===== src/rtl/strap_front_map.vh =====
// What this block does
// - comm strap picks one of eight current limits
// - low strap half selects client mode
// - ignore bus, no acknowledge, 5.5 ms
// - first addressed read wakes from sleep
// - fully functional within 3 ms of waking
// - never hold clock low; tolerate stretching
// - start: data falls while clock high
// - first byte: 7-bit address plus direction
// - address strap gives address and enable polarity
// - address table mirrored between strap halves
// - acknowledge every received data byte
// - stop resets client, awaits new traffic
`ifndef STRAP_FRONT_MAP_VH
`define STRAP_FRONT_MAP_VH
`define CLK_PERIOD_NS 20
`define T_BLACKOUT_US 5500
`define T_WAKE_US 3000
`define BLACKOUT_CYC ((`T_BLACKOUT_US*1000+`CLK_PERIOD_NS-1)/`CLK_PERIOD_NS)
`define WAKE_CYC ((`T_WAKE_US*1000)/`CLK_PERIOD_NS)
`define STRAP_FILL_CYC 19'h0_0003
`define REG_CTRL 8'h00
`define REG_STATUS 8'h04
`define REG_RX_DATA 8'h08
`define REG_TX_DATA 8'h0C
`define REG_HW_CURRENT_LIMIT_SETTING_MA 8'h10
`define CTRL_POWER_SWITCH_ENABLE 0
`define CTRL_SLEEP 1
`define ST_MODE 0
`define ST_HW_CURRENT_LIMIT_SETTING_LSB 1
`define ST_ADDR_LSB 4
`define ST_POL_HIGH 11
`define ST_READY 12
`define ST_ASLEEP 13
`define ST_WAKING 14
`define ST_RX_VALID 15
`define ST_LATCHED 16
`define CTRL_RST 1'h0
`define TX_RST 8'h00
`define SLEEP_RD_BYTE 8'hFF
`define CADDR_0 7'h57
`define CADDR_1 7'h56
`define CADDR_2 7'h55
`define CADDR_3 7'h54
`define CADDR_4 7'h30
`define CADDR_5 7'h31
`define CADDR_6 7'h32
`define CADDR_7 7'h33
`define HW_CURRENT_LIMIT_SETTING_0 12'h1F4
`define HW_CURRENT_LIMIT_SETTING_1 12'h384
`define HW_CURRENT_LIMIT_SETTING_2 12'h3E8
`define HW_CURRENT_LIMIT_SETTING_3 12'h4B0
`define HW_CURRENT_LIMIT_SETTING_4 12'h5DC
`define HW_CURRENT_LIMIT_SETTING_5 12'h708
`define HW_CURRENT_LIMIT_SETTING_6 12'h7D0
`define HW_CURRENT_LIMIT_SETTING_7 12'h9C4
`endif


===== src/rtl/strap_decode_smbus_client_front.v =====
`timescale 1ns/1ps
`include "strap_front_map.vh"
module strap_decode_smbus_client_front #(
  parameter [18:0] BLACKOUT_CYCLES = `BLACKOUT_CYC,
  parameter [18:0] WAKE_CYCLES = `WAKE_CYC
) (
  // clock and reset
  input wire CORE_CLK,
  input wire RESET,
  // straps, level index 0 = ground .. 15 = supply
  input wire [3:0] COMM_SELECT_STRAP,
  input wire [3:0] ADDR_SELECT_STRAP,
  // serial bus
  input wire SERIAL_CLOCK_PIN,
  input wire SERIAL_DATA_IN,
  output wire SERIAL_DATA_OUT,
  output wire SERIAL_DATA_OE,
  // wishbone slave
  input wire WB_CYC_I,
  input wire WB_STB_I,
  input wire WB_WE_I,
  input wire [7:0] WB_ADR_I,
  input wire [3:0] WB_SEL_I,
  input wire [31:0] WB_DAT_I,
  output wire [31:0] WB_DAT_O,
  output wire WB_ACK_O,
  // decoded outputs
  output wire POWER_SWITCH_ENABLE,
  output wire [2:0] HW_CURRENT_LIMIT_SETTING,
  output wire CLIENT_MODE
);

  localparam [2:0] S_IDLE = 3'h0;
  localparam [2:0] S_ADDR = 3'h1;
  localparam [2:0] S_AACK = 3'h2;
  localparam [2:0] S_WR = 3'h3;
  localparam [2:0] S_WACK = 3'h4;
  localparam [2:0] S_RD = 3'h5;
  localparam [2:0] S_RACK = 3'h6;
  localparam [1:0] P_AWAKE = 2'h0;
  localparam [1:0] P_ASLEEP = 2'h1;
  localparam [1:0] P_WAKING = 2'h2;
  function [6:0] client_addr;
    input [3:0] lvl;
    reg [2:0] k;
    begin
      k = lvl[3] ? ~lvl[2:0] : lvl[2:0];
      case (k)
        3'h0: client_addr = `CADDR_0;
        3'h1: client_addr = `CADDR_1;
        3'h2: client_addr = `CADDR_2;
        3'h3: client_addr = `CADDR_3;
        3'h4: client_addr = `CADDR_4;
        3'h5: client_addr = `CADDR_5;
        3'h6: client_addr = `CADDR_6;
        default: client_addr = `CADDR_7;
      endcase
    end
  endfunction
  function [11:0] hw_current_limit_setting_ma;
    input [2:0] k;
    begin
      case (k)
        3'h0: hw_current_limit_setting_ma = `HW_CURRENT_LIMIT_SETTING_0;
        3'h1: hw_current_limit_setting_ma = `HW_CURRENT_LIMIT_SETTING_1;
        3'h2: hw_current_limit_setting_ma = `HW_CURRENT_LIMIT_SETTING_2;
        3'h3: hw_current_limit_setting_ma = `HW_CURRENT_LIMIT_SETTING_3;
        3'h4: hw_current_limit_setting_ma = `HW_CURRENT_LIMIT_SETTING_4;
        3'h5: hw_current_limit_setting_ma = `HW_CURRENT_LIMIT_SETTING_5;
        3'h6: hw_current_limit_setting_ma = `HW_CURRENT_LIMIT_SETTING_6;
        default: hw_current_limit_setting_ma = `HW_CURRENT_LIMIT_SETTING_7;
      endcase
    end
  endfunction
  // pin synchronisers; a change counts once stages 2 and 3 agree
  reg [2:0] scl_s_r;
  reg [2:0] sda_s_r;
  reg scl_f_r;
  reg sda_f_r;
  reg scl_p_r;
  reg sda_p_r;
  reg [3:0] cs1_r, cs2_r, cs3_r;
  reg [3:0] as1_r, as2_r, as3_r;

  always @(posedge CORE_CLK or posedge RESET) begin
    if (RESET) begin
      scl_s_r <= 3'h7;
      sda_s_r <= 3'h7;
      scl_f_r <= 1'b1;
      sda_f_r <= 1'b1;
      scl_p_r <= 1'b1;
      sda_p_r <= 1'b1;
      cs1_r <= 4'h0;
      cs2_r <= 4'h0;
      cs3_r <= 4'h0;
      as1_r <= 4'h0;
      as2_r <= 4'h0;
      as3_r <= 4'h0;
    end else begin
      scl_s_r <= {scl_s_r[1:0], SERIAL_CLOCK_PIN};
      sda_s_r <= {sda_s_r[1:0], SERIAL_DATA_IN};
      if (scl_s_r[1] == scl_s_r[2])
        scl_f_r <= scl_s_r[2];
      if (sda_s_r[1] == sda_s_r[2])
        sda_f_r <= sda_s_r[2];
      scl_p_r <= scl_f_r;
      sda_p_r <= sda_f_r;
      cs1_r <= COMM_SELECT_STRAP;
      cs2_r <= cs1_r;
      cs3_r <= cs2_r;
      as1_r <= ADDR_SELECT_STRAP;
      as2_r <= as1_r;
      as3_r <= as2_r;
    end
  end
  wire scl_rise = scl_f_r & ~scl_p_r;
  wire scl_fall = ~scl_f_r & scl_p_r;
  wire start_det = scl_f_r & scl_p_r & sda_p_r & ~sda_f_r;
  wire stop_det = scl_f_r & scl_p_r & ~sda_p_r & sda_f_r;

  // sync stages reset to zero, so wait until they hold the pins, then freeze
  reg [18:0] tmr_r;
  reg latched_r;
  reg smbus_mode_r;
  reg [2:0] hw_current_limit_setting_r;
  reg [6:0] addr_r;
  reg pol_high_r;

  always @(posedge CORE_CLK or posedge RESET) begin
    if (RESET) begin
      latched_r <= 1'b0;
      smbus_mode_r <= 1'b0;
      hw_current_limit_setting_r <= 3'h0;
      addr_r <= 7'h00;
      pol_high_r <= 1'b0;
    end else if (!latched_r && tmr_r >= `STRAP_FILL_CYC &&
                 cs2_r == cs3_r && as2_r == as3_r) begin
      latched_r <= 1'b1;
      smbus_mode_r <= ~cs3_r[3];
      hw_current_limit_setting_r <= cs3_r[2:0];
      addr_r <= client_addr(as3_r);
      pol_high_r <= as3_r[3];
    end
  end
  // power-up blackout then sleep / wake timing share one counter
  reg ready_r;
  reg [1:0] pm_r;
  reg sleep_cmd;
  wire wake_hit;

  always @(posedge CORE_CLK or posedge RESET) begin
    if (RESET) begin
      tmr_r <= 19'h0_0000;
      ready_r <= 1'b0;
      pm_r <= P_AWAKE;
    end else if (!ready_r) begin
      if (tmr_r == BLACKOUT_CYCLES - 19'h0_0001)
        ready_r <= 1'b1;
      else
        tmr_r <= tmr_r + 19'h0_0001;
    end else begin
      case (pm_r)
        P_AWAKE: begin
          if (sleep_cmd)
            pm_r <= P_ASLEEP;
        end
        P_ASLEEP: begin
          if (wake_hit) begin
            pm_r <= P_WAKING;
            tmr_r <= 19'h0_0000;
          end
        end
        P_WAKING: begin
          if (tmr_r == WAKE_CYCLES - 19'h0_0001)
            pm_r <= P_AWAKE;
          else
            tmr_r <= tmr_r + 19'h0_0001;
        end
        default: pm_r <= P_AWAKE;
      endcase
    end
  end
  wire dormant = (pm_r != P_AWAKE);
  wire client_en = ready_r & latched_r & smbus_mode_r;

  // serial client; the clock pin is input only, so it is never stretched
  reg [2:0] state_r;
  reg [3:0] cnt_r;
  reg [7:0] shin_r;
  reg [7:0] shout_r;
  reg oe_r;
  reg nack_r;
  reg [7:0] rx_data_r;
  reg [7:0] tx_data_r;

  wire addr_match = (shin_r[7:1] == addr_r);
  wire is_read = shin_r[0];
  // asleep or still waking: writes are refused, reads answer filler
  wire addr_ok = addr_match & (is_read | ~dormant);
  wire [7:0] tx_byte = dormant ? `SLEEP_RD_BYTE : tx_data_r;
  wire decide = (state_r == S_ADDR) & scl_fall & (cnt_r == 4'h8);
  assign wake_hit = decide & addr_match & is_read & (pm_r == P_ASLEEP);
  wire rx_strobe = (state_r == S_WR) & scl_fall & (cnt_r == 4'h8);

  always @(posedge CORE_CLK or posedge RESET) begin
    if (RESET) begin
      state_r <= S_IDLE;
      cnt_r <= 4'h0;
      shin_r <= 8'h00;
      shout_r <= 8'h00;
      oe_r <= 1'b0;
      nack_r <= 1'b0;
      rx_data_r <= 8'h00;
    end else if (!client_en) begin
      state_r <= S_IDLE;
      oe_r <= 1'b0;
    end else if (start_det) begin
      state_r <= S_ADDR;
      cnt_r <= 4'h0;
      oe_r <= 1'b0;
    end else if (stop_det) begin
      state_r <= S_IDLE;
      oe_r <= 1'b0;
    end else if (scl_rise) begin
      case (state_r)
        S_ADDR, S_WR: begin
          shin_r <= {shin_r[6:0], sda_f_r};
          cnt_r <= cnt_r + 4'h1;
        end
        S_RACK: nack_r <= sda_f_r;
        default: cnt_r <= cnt_r;
      endcase
    end else if (scl_fall) begin
      // data is changed only while the clock is low
      case (state_r)
        S_ADDR: begin
          if (cnt_r == 4'h8) begin
            if (addr_ok) begin
              oe_r <= 1'b1;
              state_r <= S_AACK;
            end else begin
              state_r <= S_IDLE;
            end
          end
        end
        S_AACK: begin
          cnt_r <= 4'h0;
          if (is_read) begin
            shout_r <= tx_byte;
            oe_r <= ~tx_byte[7];
            state_r <= S_RD;
          end else begin
            oe_r <= 1'b0;
            state_r <= S_WR;
          end
        end
        S_WR: begin
          if (cnt_r == 4'h8) begin
            rx_data_r <= shin_r;
            oe_r <= 1'b1;
            state_r <= S_WACK;
          end
        end
        S_WACK: begin
          oe_r <= 1'b0;
          cnt_r <= 4'h0;
          state_r <= S_WR;
        end
        S_RD: begin
          if (cnt_r == 4'h7) begin
            oe_r <= 1'b0;
            state_r <= S_RACK;
          end else begin
            oe_r <= ~shout_r[6];
            shout_r <= {shout_r[6:0], 1'b0};
            cnt_r <= cnt_r + 4'h1;
          end
        end
        S_RACK: begin
          cnt_r <= 4'h0;
          if (nack_r) begin
            state_r <= S_IDLE;
          end else begin
            shout_r <= tx_byte;
            oe_r <= ~tx_byte[7];
            state_r <= S_RD;
          end
        end
        default: state_r <= S_IDLE;
      endcase
    end
  end

  // wishbone slave, one wait state, unmapped reads give zero
  reg ack_r;
  reg [31:0] dat_r;
  reg power_switch_enable_req_r;
  reg rx_valid_r;
  reg pwr_out_r;
  wire req = WB_CYC_I & WB_STB_I & ~ack_r;
  wire wr = req & WB_WE_I;
  wire [31:0] status_w = {15'h0000, latched_r, rx_valid_r,
    pm_r == P_WAKING, pm_r == P_ASLEEP, ready_r, pol_high_r,
    addr_r, hw_current_limit_setting_r, smbus_mode_r};

  always @* begin
    sleep_cmd = wr & (WB_ADR_I == `REG_CTRL) & WB_SEL_I[0] & WB_DAT_I[`CTRL_SLEEP];
  end

  always @(posedge CORE_CLK or posedge RESET) begin
    if (RESET) begin
      ack_r <= 1'b0;
      dat_r <= 32'h0000_0000;
      power_switch_enable_req_r <= `CTRL_RST;
      tx_data_r <= `TX_RST;
      rx_valid_r <= 1'b0;
      pwr_out_r <= 1'b0;
    end else begin
      ack_r <= req;
      if (req && !WB_WE_I) begin
        case (WB_ADR_I)
          `REG_CTRL: dat_r <= {31'h0000_0000, power_switch_enable_req_r};
          `REG_STATUS: dat_r <= status_w;
          `REG_RX_DATA: dat_r <= {24'h00_0000, rx_data_r};
          `REG_TX_DATA: dat_r <= {24'h00_0000, tx_data_r};
          `REG_HW_CURRENT_LIMIT_SETTING_MA: dat_r <= {20'h0_0000, hw_current_limit_setting_ma(hw_current_limit_setting_r)};
          default: dat_r <= 32'h0000_0000;
        endcase
      end
      if (wr && WB_ADR_I == `REG_CTRL && WB_SEL_I[0])
        power_switch_enable_req_r <= WB_DAT_I[`CTRL_POWER_SWITCH_ENABLE];
      if (wr && WB_ADR_I == `REG_TX_DATA && WB_SEL_I[0])
        tx_data_r <= WB_DAT_I[7:0];
      // a byte landing with the clear keeps the flag set
      if (rx_strobe)
        rx_valid_r <= 1'b1;
      else if (wr && WB_ADR_I == `REG_STATUS && WB_SEL_I[1] &&
               WB_DAT_I[`ST_RX_VALID])
        rx_valid_r <= 1'b0;
      // output held low until the strap is caught
      pwr_out_r <= latched_r & (pol_high_r ? power_switch_enable_req_r : ~power_switch_enable_req_r);
    end
  end

  reg sda_out_r;
  reg [2:0] hw_current_limit_setting_out_r;
  reg mode_out_r;
  always @(posedge CORE_CLK or posedge RESET) begin
    if (RESET) begin
      sda_out_r <= 1'b0;
      hw_current_limit_setting_out_r <= 3'h0;
      mode_out_r <= 1'b0;
    end else begin
      sda_out_r <= 1'b0;
      hw_current_limit_setting_out_r <= hw_current_limit_setting_r;
      mode_out_r <= smbus_mode_r & latched_r;
    end
  end

  assign SERIAL_DATA_OUT = sda_out_r;
  assign SERIAL_DATA_OE = oe_r;
  assign WB_DAT_O = dat_r;
  assign WB_ACK_O = ack_r;
  assign POWER_SWITCH_ENABLE = pwr_out_r;
  assign HW_CURRENT_LIMIT_SETTING = hw_current_limit_setting_out_r;
  assign CLIENT_MODE = mode_out_r;

endmodule


===== config.mk =====
export PLATFORM = sky130hd
export DESIGN_NAME = strap_decode_smbus_client_front
export DESIGN_NICKNAME = d
export VERILOG_FILES = /design/src/rtl/strap_decode_smbus_client_front.v
export VERILOG_INCLUDE_DIRS = /design/src /design/src/rtl
export SDC_FILE = /design/constraint.sdc
export NUM_CORES = 1
export LEC_CHECK = 0
export BUFFER_PORTS_ARGS = -buffer_cell sky130_fd_sc_hd__buf_2
export CAP_MARGIN = 20
export CORE_ASPECT_RATIO = 1.25
export CORE_MARGIN = 2
export CORE_UTILIZATION = 50
export CTS_BUF_LIST = sky130_fd_sc_hd__clkbuf_4 sky130_fd_sc_hd__clkbuf_8
export DETAILED_ROUTE_END_ITERATION = 6
export GPL_TIMING_DRIVEN = 1
export PLACE_DENSITY = 0.69
export SLEW_MARGIN = 30
export SYNTH_ARGS = -nofsm -noshare
export SYNTH_HDL_FRONTEND = slang
export SYNTH_SLANG_ARGS = --single-unit

===== constraint.sdc =====
create_clock -name CORE_CLK -period 12 [get_ports CORE_CLK]
set_clock_uncertainty 0.2 [all_clocks]
set_input_delay 3.6 -clock CORE_CLK [delete_from_list [all_inputs] [get_ports CORE_CLK]]
set_output_delay 3.6 -clock CORE_CLK [all_outputs]
set_load 0.03 [all_outputs]

==> results.yml <==
global_routing:
  grt_max_degree: 72
  gr-total-overflow: 0
  busiest_layer: "met2"
  grt_use_total_pct: 21.32
  gr-usage-met3_pct: 4.246
  grtUsageMet1_pct: 27.18
  grt_use_met2_pct: 35.56
  antenna_found_initial: 0
  grt_pass1_wl_mm: 23.08
  grt_pass1_vias: 4637
outcome:
  status: "finished, final reports clean"
detailed_routing:
  drc: 0
  drtIter0Drc: 315
  via_per_inst: 5.737
  routedWlPerCell_um: 16.45
  routed_wirelength_mm: 13.84
  first_pass_iters: 5
  vias: 4825
  ant_nets: 0
cts:
  cts_made_buffers: 17
  clk_path_buf_depth: 2
  cts_hold_buf: 0
  path_clk_slew_ns: 0.09
  ctsResizeCount: 0
  htree_levels: 4
  cts.sinks: 131
  postCtsSetupBuffers: 0
  root_buffer: "clkbuf_8"
  cts_tree: "yes"
  clock_latency_ns: 0.43
floorplan:
  start_util_pct: 50.83
  fp.dieH_um: 130.3
  ios: 99
  core.rowCount: 46
  die_x_um: 105.0
  dieArea_um2: 13680
  core_um2: 12550
placement:
  gp_congestion: 0.8531
  io_buffer_count: 57
  dp_hpwl_mm: 10.10
critical_path:
  regToRegSetupSlack_ns: 9.12
  critPathMaxFanout: 8
  endpoint_kind: "flop"
  cp-start-kind: "input pin"
  reg2reg_to: "tmr_r[17]$_DFFE_PP0P_"
  critPathRequiredTime_ns: 12.11
  worstPathArrival_ns: 5.50
  r2r_start: "tmr_r[8]$_DFFE_PP0P_"
  worstRegToRegCells: 6
  cpMaxStageDelayCell: "or4_4"
  crit_chain: "buf_2 -> or4_4 -> nor3_2 -> nand4_1 -> mux2_2"
  slowest_delay_ns: 0.57
  cp_num_buf_inv: 1
  crit_start: "WB_ADR_I[5]"
  crit_type: "in -> reg"
  critical_path.top_delay_family: "simple AND/OR/NAND/NOR gates"
layout:
  fin_nets: 726
  final_common_cell: "dfrtp_1"
  final_core_util_pct: 56.66
  syn_to_final_growth_pct: 11.48
  antenna_cells: 0
  drive_gt1_share_pct: 23.92
  seq_area_um2: 3291
  fillCellCount: 1100
  multi_input_area_um2: 2850
  final_cell_mix: "dfrtp_1, buf_2, nand2_1"
yosys:
  synth_seq_area_share_pct: 51.60
  syn_inst: 608
  synth-main-ff-cell: "dfrtp_1"
  synth.distinct_cells: 73
  synth_edf_count: 0
  synth-seq-cells: 131
  synth-async-reset-ratio_pct: 100.0
  syn_area_um2: 6377
  syn_avg_cell_area_um2: 10.49
  yosys_warnings: 0
sta:
  drv_slew: 0
  grt_setup_unrepaired: "no"
  setup_viol: 0
  max_freq_ghz: 0.1855
  period_needed_ns: 5.390
  hold_viol_final: 0
  worstMarginPinSlew_ns: 0.8154
  slew-limit-headroom_pct: 45.61
  post-route-period-util_pct: 44.91
  setup_tns_ns: 0
power:
  power_density_nw_per_um2: 126.4
  leakagePower_nw: 3.272
  finalPower_mw: 0.8988
  irDropWorstVdd_mv: 0.07391
min_path:
  hold_class: "reg -> reg"
  hold_depth: 0
  min_to: "as2_r[1]$_DFF_PP0_"
  hp-start: "as1_r[1]$_DFF_PP0_"
job:
  drv_cap: 0
## worst max path at each step
stage / cells past startpoint / slack (ns) / to
2_1_floorplan: 1 / 4.72 / CLIENT_MODE$_DFF_PP0_
3_3_place_gp: 5 / 6.25 / tx_data_r[5]$_DFFE_PP0P_
3_5_place_dp: 5 / 6.19 / tx_data_r[4]$_DFFE_PP0P_
4_1_cts: 5 / 6.65 / tx_data_r[4]$_DFFE_PP0P_
5_1_grt: 5 / 6.53 / tx_data_r[6]$_DFFE_PP0P_
6_report: 5 / 6.61 / tx_data_r[4]$_DFFE_PP0P_
## synthesized netlist by cell type, types with 7 or more instances
cell type,count,area [µm²]
dfrtp_1,121,3028
nand2_1,52,195.2
nor2_1,45,168.9
mux2_2,40,450.4
o21ai_0,38,190.2
a21oi_1,25,125.1
nand3_1,22,110.1
buf_4,19,142.6
clkbuf_1,18,67.56
nor3_1,18,90.09
inv_1,17,63.81
o31ai_1,15,112.6
and3_1,13,81.33
nand2b_1,12,75.07
xor2_1,12,105.1
dfstp_2,10,262.8
nand4_1,8,50.05
ha_1,7,87.58
## per-stage QoR
| step | worst slack, ns | instances | area [µm²] | hold slack [ns] |
|---|---|---|---|---|
| 4_1_cts | 6.647 | 841 | 7106 | 0.1541 |
| 2_1_floorplan | 4.719 | 623 | 6434 | 0.1312 |
| 5_1_grt | 6.528 | 841 | 7109 | 0.1612 |
| 3_3_place_gp | 6.250 | 809 | 6708 | 0.1332 |
| 6_report | 6.610 | 841 | 7109 | 0.1532 |
| 3_5_place_dp | 6.185 | 809 | 6714 | 0.1347 |
## power by group
group	switching [mW]	internal, mW
clock	0.186	0.175
sequential	0.0174	0.458
combinational	0.0399	0.0220
## metal layers
layer	wire length [µm]	share of wire, %	vias to the layer above
li1	-	-	2268
met3	649	4.7	18
met5	0	0	-
met4	286	2.1	0
met2	6935	50	145
met1	5964	43	2394
## kinds of logic (layout without fill, tap and decap cells)
logic type | Yosys count | in the layout | share of synthesized area, %
simple gates | 215 | 215 | 18.11
compound gates | 134 | 134 | 13.79
flops | 131 | 131 | 51.60
buf+inv | 58 | 108 | 4.689
mux | 43 | 43 | 7.730
xor+xnor | 17 | 17 | 2.335
fa+ha+maj | 9 | 9 | 1.687
other cells | 1 | 16 | 0.05880
## state kept, by name (all words and copies together) (netlist names), 4 cells and up
register and count:
cs3_r 4, shin_r 8, tmr_r 19, rx_data_r 8, as3_r 4, cs2_r 4
addr_r 5, cnt_r 4, cs1_r 4, as1_r 4, WB_DAT_O 17, shout_r 7
tx_data_r 8, as2_r 4
## area by class of cell
type | count | area share, %
inverters | 18 | 0.9856
clock inverters | 14 | 2.024
flip-flops and latches | 131 | 46.29
well taps | 168 | 2.957
multi-input cells | 434 | 40.09
clock buffers | 18 | 3.485
repair buffers | 58 | 4.171
(Power assumes the default switching activity.)
